--- src/core/afcs_consts.svh ---
// Constants for the analog frequency command scaler.
`ifndef AFCS_CONSTS_SVH
`define AFCS_CONSTS_SVH
`define AFCS_FLD_SPAN      3'h0
`define AFCS_FLD_ZERO      3'h1
`define AFCS_FLD_SFREQ     3'h2
`define AFCS_FLD_EFREQ     3'h3
`define AFCS_FLD_SPT       3'h4
`define AFCS_FLD_EPT       3'h5
`define AFCS_FLD_SEL       3'h6
`define AFCS_OFF_SRC_SEL   8'h60
`define AFCS_OFF_IN2_FUNC  8'h64
`define AFCS_OFF_SMOOTH    8'h68
`define AFCS_OFF_FREQ      8'h6c
`define AFCS_OFF_STATUS    8'h70
`define AFCS_RST_SPAN      14'h03e8
`define AFCS_RST_ZERO      14'h1388
`define AFCS_ZERO_MID      28'sh0001388
`define AFCS_RST_FREQ      16'h0000
`define AFCS_RST_SPT_U     8'sh00
`define AFCS_RST_SPT_B     8'sh9c
`define AFCS_RST_EPT       8'sh64
`define AFCS_RST_SEL_U     2'h1
`define AFCS_RST_SEL_B     2'h0
`define AFCS_RST_SRC_SEL   2'h0
`define AFCS_RST_IN2_FUNC  6'h10
`define AFCS_FUNC_SELECT   6'h10
`define AFCS_RST_SMOOTH    5'h08
`define AFCS_SMOOTH_MAX    5'h1e
`define AFCS_SPAN_SHIFT    12
`define AFCS_ADJ_HI        28'sh00003e8
`define AFCS_ADJ_LO_B      28'shffffc18
`define AFCS_LVL_FULL      12'h3e8
`define AFCS_LVL_BI_FULL   12'h7d0
`define AFCS_BI_OFS        12'h3e8
`define AFCS_PT_SCALE      13'sh00a
`define AFCS_FREQ_MAX      16'h9c40
`define AFCS_DIV_LAST      5'h1f
`define AFCS_MODE_ALONE    2'h0
`define AFCS_MODE_NOREV    2'h1
`define AFCS_MODE_OFF      2'h3
`endif

--- src/core/afcs_pkg.sv ---
// Types shared by the analog frequency command scaler.
`default_nettype none
package afcs_pkg;
  typedef enum logic [2:0] {ST_IDLE, ST_LOAD, ST_DIV, ST_STORE, ST_OUT} seq_state_t;
  typedef logic [11:0] level_t;
  typedef logic [15:0] freq_t;
endpackage
`default_nettype wire

--- src/core/analog_frequency_command_scaler.sv ---
// Sample FIFO and analog-to-frequency setpoint scaler.
// Contract
// - The 0 to 10 V reading maps its start point to the start frequency and its end point to the end frequency.
// - Below the voltage start point the output is the start frequency when the selection is 0 and 0 Hz when it is 1.
// - The voltage reading is corrected by its span and zero calibration values.
// - The 4 to 20 mA reading maps its start point to the start frequency and its end point to the end frequency.
// - Below the current start point the output is the start frequency when the selection is 0 and 0 Hz when it is 1.
// - The current reading is corrected by its span and zero calibration values.
// - The bipolar reading maps -10 V at its start point and +10 V at its end point.
// - The bipolar mode picks standalone, non-reversing auxiliary, auxiliary or disabled use.
// - With source selection 1 and the select terminal on, the command comes from the bipolar input unless the bipolar mode is disabled.
// - The bipolar reading is corrected by its span and zero calibration values.
// - All readings pass a low-pass filter whose factor runs 1 to 30 with 8 after reset.
// - The second input terminal holds the input-select function code 16 after reset.
`include "afcs_consts.svh"
`default_nettype none

module sample_fifo #(
  parameter int WIDTH = 36,
  parameter int DEPTH = 8
) (
  input  wire logic             clk_sys_in,
  input  wire logic             reset_n_in,
  input  wire logic [WIDTH-1:0] wr_data_in,
  input  wire logic             wr_valid_in,
  output logic                  wr_ready_out,
  output logic [WIDTH-1:0]      rd_data_out,
  output logic                  rd_valid_out,
  input  wire logic             rd_ready_in
);
  localparam int AW = $clog2(DEPTH);
  // Pointers wrap by overflow, so DEPTH must be a power of two.
  logic [WIDTH-1:0] mem_r [DEPTH];
  logic [AW-1:0]    wp_r;
  logic [AW-1:0]    rp_r;
  logic [AW:0]      cnt_r;
  logic             push;
  logic             pop;

  assign wr_ready_out = (cnt_r != (AW+1)'(DEPTH)) ? 1'b1 : 1'b0;
  assign rd_valid_out = (cnt_r != '0);
  assign rd_data_out  = mem_r[rp_r];
  assign push         = wr_valid_in && wr_ready_out;
  assign pop          = rd_valid_out && rd_ready_in;

  always_ff @(posedge clk_sys_in) begin
    if (push) begin
      mem_r[wp_r] <= wr_data_in;
    end
  end

  always_ff @(posedge clk_sys_in or negedge reset_n_in) begin
    if (!reset_n_in) begin
      wp_r  <= '0;
      rp_r  <= '0;
      cnt_r <= '0;
    end else begin
      wp_r  <= wp_r + AW'(push);
      rp_r  <= rp_r + AW'(pop);
      cnt_r <= cnt_r + (AW+1)'(push) - (AW+1)'(pop);
    end
  end
endmodule

module analog_frequency_command_scaler
  import afcs_pkg::*;
(
  input  wire logic        clk_sys_in,
  input  wire logic        reset_n_in,
  input  wire logic [11:0] voltage_sample_in,
  input  wire logic [11:0] current_loop_input_in,
  input  wire logic [11:0] bipolar_voltage_input_in,
  input  wire logic        sample_valid_in,
  output logic             sample_ready_out,
  input  wire logic        analog_source_select_in,
  input  wire logic [7:0]  addr_in,
  input  wire logic [31:0] wr_data_in,
  input  wire logic        wr_en_in,
  input  wire logic        rd_en_in,
  output logic [31:0]      rd_data_out,
  output logic [15:0]      freq_cmd_out,
  output logic             reverse_out,
  output logic             freq_valid_out
);
  logic [13:0]       span_r [3];
  logic [13:0]       zero_r [3];
  freq_t             sfreq_r [3];
  freq_t             efreq_r [3];
  logic signed [7:0] spt_r [3];
  logic signed [7:0] ept_r [3];
  logic [1:0]        ssel_r [3];
  logic [1:0]        src_sel_r;
  logic [5:0]        in2_func_r;
  logic [4:0]        smooth_r;
  logic              at_meta_r;
  logic              at_sync_r;
  logic              at_act;
  logic [35:0]       fifo_word;
  logic              fifo_valid;
  logic              pop;
  level_t            x_cal [3];
  level_t            x_r [3];
  logic [16:0]       y_r [3];
  freq_t             res_r [2];
  seq_state_t        state_r;
  logic [2:0]        step_r;
  logic [4:0]        bit_r;
  logic [31:0]       num_r;
  logic [16:0]       rem_r;
  logic [15:0]       den_r;
  logic              use_cur_r;
  logic              bip_sw_r;
  freq_t             freq_cmd_r;
  logic              reverse_r;
  logic              freq_valid_r;
  logic [31:0]       rd_data_r;
  logic [31:0]       rd_mux;
  logic              ch_hit;
  logic [1:0]        mc;
  level_t            lv;
  level_t            ls;
  level_t            le;
  freq_t             fs;
  freq_t             fe;
  freq_t             dspan;
  logic              below;
  logic              above;
  logic [4:0]        k;
  logic [31:0]       fnum;
  logic [31:0]       dnum;
  logic [16:0]       rem_sh;
  logic              bneg;
  logic signed [17:0] tot;
  logic [17:0]       mag;
  freq_t             fin_freq;

  assign freq_cmd_out   = freq_cmd_r;
  assign reverse_out    = reverse_r;
  assign freq_valid_out = freq_valid_r;
  assign rd_data_out    = rd_data_r;
  assign pop            = fifo_valid && (state_r == ST_IDLE);

  sample_fifo #(.WIDTH(36), .DEPTH(8)) u_fifo (
    .clk_sys_in   (clk_sys_in),
    .reset_n_in   (reset_n_in),
    .wr_data_in   ({bipolar_voltage_input_in, current_loop_input_in, voltage_sample_in}),
    .wr_valid_in  (sample_valid_in),
    .wr_ready_out (sample_ready_out),
    .rd_data_out  (fifo_word),
    .rd_valid_out (fifo_valid),
    .rd_ready_in  (state_r == ST_IDLE)
  );

  // The terminal is a pin, so it is synchronised before anything looks at it.
  always_ff @(posedge clk_sys_in or negedge reset_n_in) begin
    if (!reset_n_in) begin
      at_meta_r <= 1'b0;
      at_sync_r <= 1'b0;
    end else begin
      at_meta_r <= analog_source_select_in;
      at_sync_r <= at_meta_r;
    end
  end

  // The terminal only counts while it carries the input-select function.
  assign at_act = at_sync_r && (in2_func_r == `AFCS_FUNC_SELECT);

  assign ch_hit = !addr_in[7] && (addr_in[6:5] != 2'h3);

  always_ff @(posedge clk_sys_in or negedge reset_n_in) begin
    if (!reset_n_in) begin
      for (int i = 0; i < 3; i++) begin
        span_r[i]  <= `AFCS_RST_SPAN;
        zero_r[i]  <= `AFCS_RST_ZERO;
        sfreq_r[i] <= `AFCS_RST_FREQ;
        efreq_r[i] <= `AFCS_RST_FREQ;
        spt_r[i]   <= (i == 2) ? `AFCS_RST_SPT_B : `AFCS_RST_SPT_U;
        ept_r[i]   <= `AFCS_RST_EPT;
        ssel_r[i]  <= (i == 2) ? `AFCS_RST_SEL_B : `AFCS_RST_SEL_U;
      end
      src_sel_r  <= `AFCS_RST_SRC_SEL;
      in2_func_r <= `AFCS_RST_IN2_FUNC;
      smooth_r   <= `AFCS_RST_SMOOTH;
    end else if (wr_en_in && ch_hit) begin
      case (addr_in[4:2])
        `AFCS_FLD_SPAN:  span_r[addr_in[6:5]]  <= wr_data_in[13:0];
        `AFCS_FLD_ZERO:  zero_r[addr_in[6:5]]  <= wr_data_in[13:0];
        `AFCS_FLD_SFREQ: sfreq_r[addr_in[6:5]] <= wr_data_in[15:0];
        `AFCS_FLD_EFREQ: efreq_r[addr_in[6:5]] <= wr_data_in[15:0];
        `AFCS_FLD_SPT:   spt_r[addr_in[6:5]]   <= wr_data_in[7:0];
        `AFCS_FLD_EPT:   ept_r[addr_in[6:5]]   <= wr_data_in[7:0];
        `AFCS_FLD_SEL:   ssel_r[addr_in[6:5]]  <= wr_data_in[1:0];
        default: ;
      endcase
    end else if (wr_en_in) begin
      case (addr_in)
        `AFCS_OFF_SRC_SEL:  src_sel_r  <= wr_data_in[1:0];
        `AFCS_OFF_IN2_FUNC: in2_func_r <= wr_data_in[5:0];
        `AFCS_OFF_SMOOTH:   smooth_r   <= wr_data_in[4:0];
        default: ;
      endcase
    end
  end

  always_comb begin
    rd_mux = 32'h0;
    if (ch_hit) begin
      case (addr_in[4:2])
        `AFCS_FLD_SPAN:  rd_mux = {18'h0, span_r[addr_in[6:5]]};
        `AFCS_FLD_ZERO:  rd_mux = {18'h0, zero_r[addr_in[6:5]]};
        `AFCS_FLD_SFREQ: rd_mux = {16'h0, sfreq_r[addr_in[6:5]]};
        `AFCS_FLD_EFREQ: rd_mux = {16'h0, efreq_r[addr_in[6:5]]};
        `AFCS_FLD_SPT:   rd_mux = {24'h0, spt_r[addr_in[6:5]]};
        `AFCS_FLD_EPT:   rd_mux = {24'h0, ept_r[addr_in[6:5]]};
        `AFCS_FLD_SEL:   rd_mux = {30'h0, ssel_r[addr_in[6:5]]};
        default:         rd_mux = 32'h0;
      endcase
    end else begin
      case (addr_in)
        `AFCS_OFF_SRC_SEL:  rd_mux = {30'h0, src_sel_r};
        `AFCS_OFF_IN2_FUNC: rd_mux = {26'h0, in2_func_r};
        `AFCS_OFF_SMOOTH:   rd_mux = {27'h0, smooth_r};
        `AFCS_OFF_FREQ:     rd_mux = {15'h0, reverse_r, freq_cmd_r};
        `AFCS_OFF_STATUS:   rd_mux = {28'h0, at_act, bip_sw_r, use_cur_r, state_r != ST_IDLE};
        default:            rd_mux = 32'h0;
      endcase
    end
  end

  always_ff @(posedge clk_sys_in or negedge reset_n_in) begin
    if (!reset_n_in) begin
      rd_data_r <= 32'h0;
    end else begin
      rd_data_r <= rd_en_in ? rd_mux : 32'h0;
    end
  end

  // Calibration clamps each reading to 0..1000 per mille, the bipolar one to 0..2000 around 1000.
  for (genvar g = 0; g < 3; g++) begin : g_cal
    logic signed [12:0] raw_s;
    logic signed [27:0] prod;
    logic signed [27:0] adj;
    assign raw_s = (g == 2) ? $signed({fifo_word[g*12+11], fifo_word[g*12+:12]})
                            : $signed({1'b0, fifo_word[g*12+:12]});
    assign prod  = 28'(raw_s) * $signed({14'h0, span_r[g]});
    assign adj   = (prod >>> `AFCS_SPAN_SHIFT) + $signed({14'h0, zero_r[g]}) - `AFCS_ZERO_MID;
    assign x_cal[g] = (adj > `AFCS_ADJ_HI) ? ((g == 2) ? `AFCS_LVL_BI_FULL : `AFCS_LVL_FULL) :
                      (adj < ((g == 2) ? `AFCS_ADJ_LO_B : 28'sh0)) ? 12'h000 :
                      adj[11:0] + ((g == 2) ? `AFCS_BI_OFS : 12'h000);
    always_ff @(posedge clk_sys_in or negedge reset_n_in) begin
      if (!reset_n_in) begin
        x_r[g] <= 12'h000;
      end else if (pop) begin
        x_r[g] <= x_cal[g];
      end
    end
  end

  function automatic level_t pt_lvl(input logic signed [7:0] p, input logic bi);
    logic signed [12:0] v;
    v = 13'(p) * `AFCS_PT_SCALE + (bi ? $signed({1'b0, `AFCS_BI_OFS}) : 13'sh0);
    return (v < 0) ? 12'h000 : v[11:0];
  endfunction

  always_comb begin
    mc     = (step_r == 3'h4) ? 2'h2 : {1'b0, use_cur_r};
    lv     = {1'b0, y_r[mc][16:6]};
    ls     = pt_lvl(spt_r[mc], mc == 2'h2);
    le     = pt_lvl(ept_r[mc], mc == 2'h2);
    fs     = sfreq_r[mc];
    fe     = efreq_r[mc];
    dspan  = (fe >= fs) ? fe - fs : fs - fe;
    below  = lv < ls;
    above  = lv >= le;
    k      = (smooth_r == 5'h0) ? 5'h1 : (smooth_r > `AFCS_SMOOTH_MAX) ? `AFCS_SMOOTH_MAX : smooth_r;
    fnum   = 32'(k - 5'h1) * 32'(y_r[step_r[1:0]]) + 32'({x_r[step_r[1:0]], 6'h0});
    dnum   = 32'(dspan) * 32'(lv - ls);
    rem_sh = {rem_r[15:0], num_r[31]};
  end

  always_ff @(posedge clk_sys_in or negedge reset_n_in) begin
    if (!reset_n_in) begin
      state_r   <= ST_IDLE;
      step_r    <= 3'h0;
      bit_r     <= 5'h0;
      num_r     <= 32'h0;
      rem_r     <= 17'h0;
      den_r     <= 16'h1;
      use_cur_r <= 1'b0;
      bip_sw_r  <= 1'b0;
      res_r[0]  <= 16'h0;
      res_r[1]  <= 16'h0;
      for (int i = 0; i < 3; i++) begin
        y_r[i] <= 17'h0;
      end
    end else begin
      case (state_r)
        ST_IDLE: begin
          step_r <= 3'h0;
          if (pop) begin
            use_cur_r <= (src_sel_r == 2'h0) && at_act;
            bip_sw_r  <= (src_sel_r == 2'h1) && at_act;
            state_r   <= ST_LOAD;
          end
        end
        ST_LOAD: begin
          bit_r <= 5'h0;
          rem_r <= 17'h0;
          if (step_r < 3'h3) begin
            num_r   <= fnum;
            den_r   <= {11'h0, k};
            state_r <= ST_DIV;
          end else if (below) begin
            res_r[step_r[0] ? 1'b0 : 1'b1] <= (mc != 2'h2 && ssel_r[mc][0]) ? 16'h0 : fs;
            step_r  <= step_r + 3'h1;
            state_r <= (step_r == 3'h4) ? ST_OUT : ST_LOAD;
          end else if (above) begin
            res_r[step_r[0] ? 1'b0 : 1'b1] <= fe;
            step_r  <= step_r + 3'h1;
            state_r <= (step_r == 3'h4) ? ST_OUT : ST_LOAD;
          end else begin
            num_r   <= dnum;
            den_r   <= {4'h0, le - ls};
            state_r <= ST_DIV;
          end
        end
        ST_DIV: begin
          // One quotient bit per cycle keeps the area to a single subtractor.
          if (rem_sh >= {1'b0, den_r}) begin
            rem_r <= rem_sh - {1'b0, den_r};
            num_r <= {num_r[30:0], 1'b1};
          end else begin
            rem_r <= rem_sh;
            num_r <= {num_r[30:0], 1'b0};
          end
          bit_r <= bit_r + 5'h1;
          if (bit_r == `AFCS_DIV_LAST) begin
            state_r <= ST_STORE;
          end
        end
        ST_STORE: begin
          if (step_r < 3'h3) begin
            y_r[step_r[1:0]] <= num_r[16:0];
          end else begin
            res_r[step_r[0] ? 1'b0 : 1'b1] <= (fe >= fs) ? fs + num_r[15:0] : fs - num_r[15:0];
          end
          step_r  <= step_r + 3'h1;
          state_r <= (step_r == 3'h4) ? ST_OUT : ST_LOAD;
        end
        ST_OUT: begin
          state_r <= ST_IDLE;
        end
        default: begin
          state_r <= ST_IDLE;
        end
      endcase
    end
  end

  always_comb begin
    bneg = {1'b0, y_r[2][16:6]} < `AFCS_BI_OFS;
    if (ssel_r[2] != `AFCS_MODE_OFF && (bip_sw_r || ssel_r[2] == `AFCS_MODE_ALONE)) begin
      tot = bneg ? -$signed({2'b0, res_r[1]}) : $signed({2'b0, res_r[1]});
    end else if (ssel_r[2] != `AFCS_MODE_OFF) begin
      tot = $signed({2'b0, res_r[0]}) + (bneg ? -$signed({2'b0, res_r[1]}) : $signed({2'b0, res_r[1]}));
      if (ssel_r[2] == `AFCS_MODE_NOREV && tot < 0) begin
        tot = 18'sh0;
      end
    end else begin
      tot = $signed({2'b0, res_r[0]});
    end
    mag      = (tot < 0) ? 18'(-tot) : 18'(tot);
    fin_freq = (mag > {2'b0, `AFCS_FREQ_MAX}) ? `AFCS_FREQ_MAX : mag[15:0];
  end

  always_ff @(posedge clk_sys_in or negedge reset_n_in) begin
    if (!reset_n_in) begin
      freq_cmd_r   <= 16'h0;
      reverse_r    <= 1'b0;
      freq_valid_r <= 1'b0;
    end else begin
      freq_valid_r <= (state_r == ST_OUT);
      if (state_r == ST_OUT) begin
        freq_cmd_r <= fin_freq;
        reverse_r  <= tot < 0;
      end
    end
  end
endmodule
`default_nettype wire

--- config.mk ---
export PLATFORM = sky130hd
export DESIGN_NAME = analog_frequency_command_scaler
export DESIGN_NICKNAME = d
export VERILOG_FILES = /design/src/core/afcs_pkg.sv /design/src/core/analog_frequency_command_scaler.sv
export VERILOG_INCLUDE_DIRS = /design/src /design/src/core
export SDC_FILE = /design/constraint.sdc
export NUM_CORES = 2
export LEC_CHECK = 0
export ABC_AREA = 1
export BUFFER_PORTS_ARGS = -buffer_cell sky130_fd_sc_hd__clkbuf_2
export CORE_MARGIN = 1.5
export CORE_UTILIZATION = 50
export DETAILED_ROUTE_END_ITERATION = 6
export PLACE_DENSITY = 0.66
export SYNTH_ARGS = -nofsm -noshare
export SYNTH_HDL_FRONTEND = slang
export SYNTH_SLANG_ARGS = --single-unit
--- constraint.sdc ---
create_clock -name clk_sys_in -period 33.1 [get_ports clk_sys_in]
set_clock_uncertainty 0.1 [all_clocks]
set_input_delay 4.965 -clock clk_sys_in [delete_from_list [all_inputs] [get_ports clk_sys_in]]
set_output_delay 4.965 -clock clk_sys_in [all_outputs]
set_load 0.01 [all_outputs]
==> results.txt <==
----------------------------------------------------
[Run status]
  Run status ... finished clean

[STA]
  Highest attainable clock frequency ... 0.07074 GHz
  Total Negative Setup Slacks ... 0 ns
  Fraction of the cycle the final worst path needs ... 0.4271
  Final critical path time including I/O delays and setup ... 14.14 ns
  Final Hold Viols ... 0
  Worst-case headroom to the max-slew limit ... 0.1656
  Setup repair after global routing missed its margin ... false
  Slew Limit Fails ... 0
  Final count of negative-setup-slack endpoints ... 0
  Slew @ Worst Pin ... 1.249 ns

[Synth]
  Multiplexer share of the synthesized area ... 0.0001440
  Dominant cells by area after synthesis ... sky130_fd_sc_hd__fa_1, sky130_fd_sc_hd__dfrtp_1, sky130_fd_sc_hd__edfxtp_1
  Yosys warnings ... 0
  Post-synth EDFFs ... 288
  Xor and xnor area share after synthesis ... 0.02816
  Main combinational cell family by area after synthesis ... adder cells
  Seq/Total Area, Yosys ... 0.3003
  Fraction of synthesis flops using an asynchronous set or reset pin ... 0.6279
  Synth cell types ... 73
  Most instantiated cells after synthesis ... sky130_fd_sc_hd__nand2_1, sky130_fd_sc_hd__inv_1, sky130_fd_sc_hd__o21ai_0
  Area share of the largest cell type after synthesis ... 0.1720
  Cell taking the most area after synthesis ... sky130_fd_sc_hd__fa_1
  Most frequent cell after synthesis ... sky130_fd_sc_hd__nand2_1
  Simple-gate portion of the synthesized area ... 0.1638
  Total standard cell area after synthesis ... 0.06950 mm^2
  Arithmetic-cell share of the synthesized area counting full adders, half adders and majority gates ... 0.2776
  Most common flop cell mapped by yosys ... sky130_fd_sc_hd__dfrtp_1
  Average cell area after synthesis ... 8.287 um^2
  Post-synthesis cell count ... 8387
  FF+latch count, synth ... 774
  Area fraction in compound gates after synthesis ... 0.1347

[Clock network]
  Clock root buffer ... sky130_fd_sc_hd__clkbuf_16
  Clk_lat worst skew ... 0.70 ns
  Clock Sink Count ... 774
  TritonCTS clock tree ... built
  Clock Path Buffers ... 3
  Number of setup buffers added after CTS ... 0
  H-tree depth ... 3
  Worst-path clk slew ... 0.06 ns
  Resized cells post-CTS ... 0
  Num CTS Buffers ... 86
  Hold_buf cts ... 0

[Floorplan]
  Standard-cell rows ... 136
  Die outline area ... 0.1413 mm^2
  Initial core utilization ... 0.5049
  Area of the core ... 0.1377 mm^2
  Vertical die dimension ... 375.8 um
  Top Ports ... 133
  Width of the die ... 375.8 um

[Drt]
  Post-detailed-route DRC marker count ... 0
  Antenna-violating nets left ... 0
  Iteration-0 DRC Markers ... 4847
  Vias post-DR ... 57492
  Detailed-route wire length ... 203000 um
  Number of vias per cell after detailed routing ... 5.642
  Mean routed wirelength per cell ... 19.93 um
  Router iterations before antenna repair ... 7

[Worst setup path]
  CP Data Arrival Time ... 14.58 ns
  Crit-path max cell delay ... 0.56 ns
  Crit-path most repeated cell ... sky130_fd_sc_hd__nand2_1
  Crit. End Element ... flop
  Startpoint of the worst setup timing path ... step_r[0]
  Flop-to-flop setup slack ... 18.96 ns
  Crit-path max FO ... 50
  R2R Path Start ... step_r[0]
  Capture point of the worst reg-to-reg path ... num_r[30]
  FF-to-FF path depth ... 65
  Worst-path cell with the longest stage delay ... sky130_fd_sc_hd__fa_1
  Setup CP Type ... flop to flop
  Required time of the critical path ... 33.54 ns
  Nature of the critical path startpoint ... flop

[Final layout]
  Layout net count ... 9591
  Filler instances ... 12818
  Fraction of layout instances using a drive strength above 1 ... 0.05491
  Core occupancy in the finished layout ... 0.5405
  Signed area change from the synthesized netlist to the final layout ... 7.055%

[Worst hold path]
  Worst hold path type ... flop to flop
  HP Start ... at_meta_r
  Depth of the worst hold-timing path ... 0
  Terminating pin of the worst hold path ... at_sync_r

[Job]
  Max Cap Viol ... 0

[Placed design]
  Last weighted congestion value of the routability-driven placer ... 0.9771
  Port Buf Inserts ... 101
  HPWL after detailed placement ... 152900 um

[GRT]
  Pin count of the biggest net entering global routing ... 164
  Wire length of the first global-routing pass ... 319200 um
  Aggregate global routing overflow ... 0
  Via count of the first global-routing pass ... 56894
  Total GRT Usage ... 0.2892
  Initial antenna violation count ... 5

----------------------------------------------------
-- critical path: cells and delay by family (launching register included) --
kind	cells	cell delay, ns
fa+ha+maj	14	5.82
simple gates	25	2.62
compound gates	13	2.41
buf+inv	11	2.10
xor+xnor	2	0.50
flops	1	0.33
-- worst max path at each step --
| stage | to | slack [ns] | cells past startpoint |
|---|---|---|---|
| 2_1_floorplan | num_r[29] | 20.36 | 69 |
| 3_3_place_gp | num_r[31] | 19.03 | 65 |
| 3_5_place_dp | num_r[30] | 19.11 | 65 |
| 4_1_cts | num_r[30] | 19.03 | 65 |
| 5_1_grt | num_r[31] | 17.92 | 67 |
| 6_report | num_r[30] | 18.96 | 65 |
-- cells in the final DEF (no fill, tap or decap), drive strengths merged, types with 11 or more instances in the layout --
cell type  instances
xor2             159
nand3            179
o22ai             48
o221ai            83
nor2             697
clkinv            37
nand3b            11
nor3              42
clkbuf           221
o21bai            24
buf               70
conb              35
nand4             28
dfrtp            435
fa               597
ha               587
a221oi            19
o211ai           111
xnor2             61
dfstp             51
a21o              13
o21a              12
inv             1360
o2111ai           11
a31oi             23
a21oi            373
or2               27
edfxtp           288
nand2           1838
o21ai            854
-- state kept, by name, summed over array words and instances (netlist names), 12 cells and up --
signal,count
den_r,12
efreq_r,48
ept_r,24
freq_cmd_out,16
num_r,32
rd_data_out,17
rem_r,16
res_r,32
sfreq_r,48
span_r,42
spt_r,24
u_fifo.mem_r,288
x_r,36
y_r,51
zero_r,42
-- final cells by class --
cell class                      instances  area, um^2  area share
Multi-Input combinational cell       5922       42240      0.5677
Clock inverter                         37       479.2    0.006440
Clock buffer                          121        2364     0.03177
Sequential cell                       774       20880      0.2806
Tap cell                             1794        2245     0.03017
Antenna cell                            1       2.502  0.00003363
Inverter                             1371        5150     0.06921
Timing Repair Buffer                  170        1046     0.01406
-- logic make-up after synthesis --
| kind of cell | count (synthesis) |
|---|---|
| xor gates and xnor gates | 221 |
| adders and majority gates | 1184 |
| buffers and inverters | 1724 |
| and+or+nand+nor | 2845 |
| DFF | 774 |
| AOI/OAI and AO/OA | 1636 |
| other | 2 |
| muxes | 1 |
-- metal layers --
metal  up-vias  track usage  share of wire
li1      26816            -              -
met1     28064       0.3841           0.42
met2      2212       0.4776           0.47
met3       398      0.04035          0.073
met4         2       0.1142          0.043
met5         -            0       0.000044
-- metrics by stage --
step           area, um^2  hold WS, ns  instances  setup slack (ns)
2_1_floorplan       69630       0.2312       8420             20.36
3_3_place_gp        71560       0.2470      10031             19.03
3_5_place_dp        71560       0.2480      10031             19.11
4_1_cts             74400       0.2609      10189             19.03
5_1_grt             74400       0.2618      10189             17.92
6_report            74410       0.2589      10190             18.96
Power is left out: the tool's default activity adds up to more than one toggle a clock period on the data nets, which glitch-free logic cannot reach.
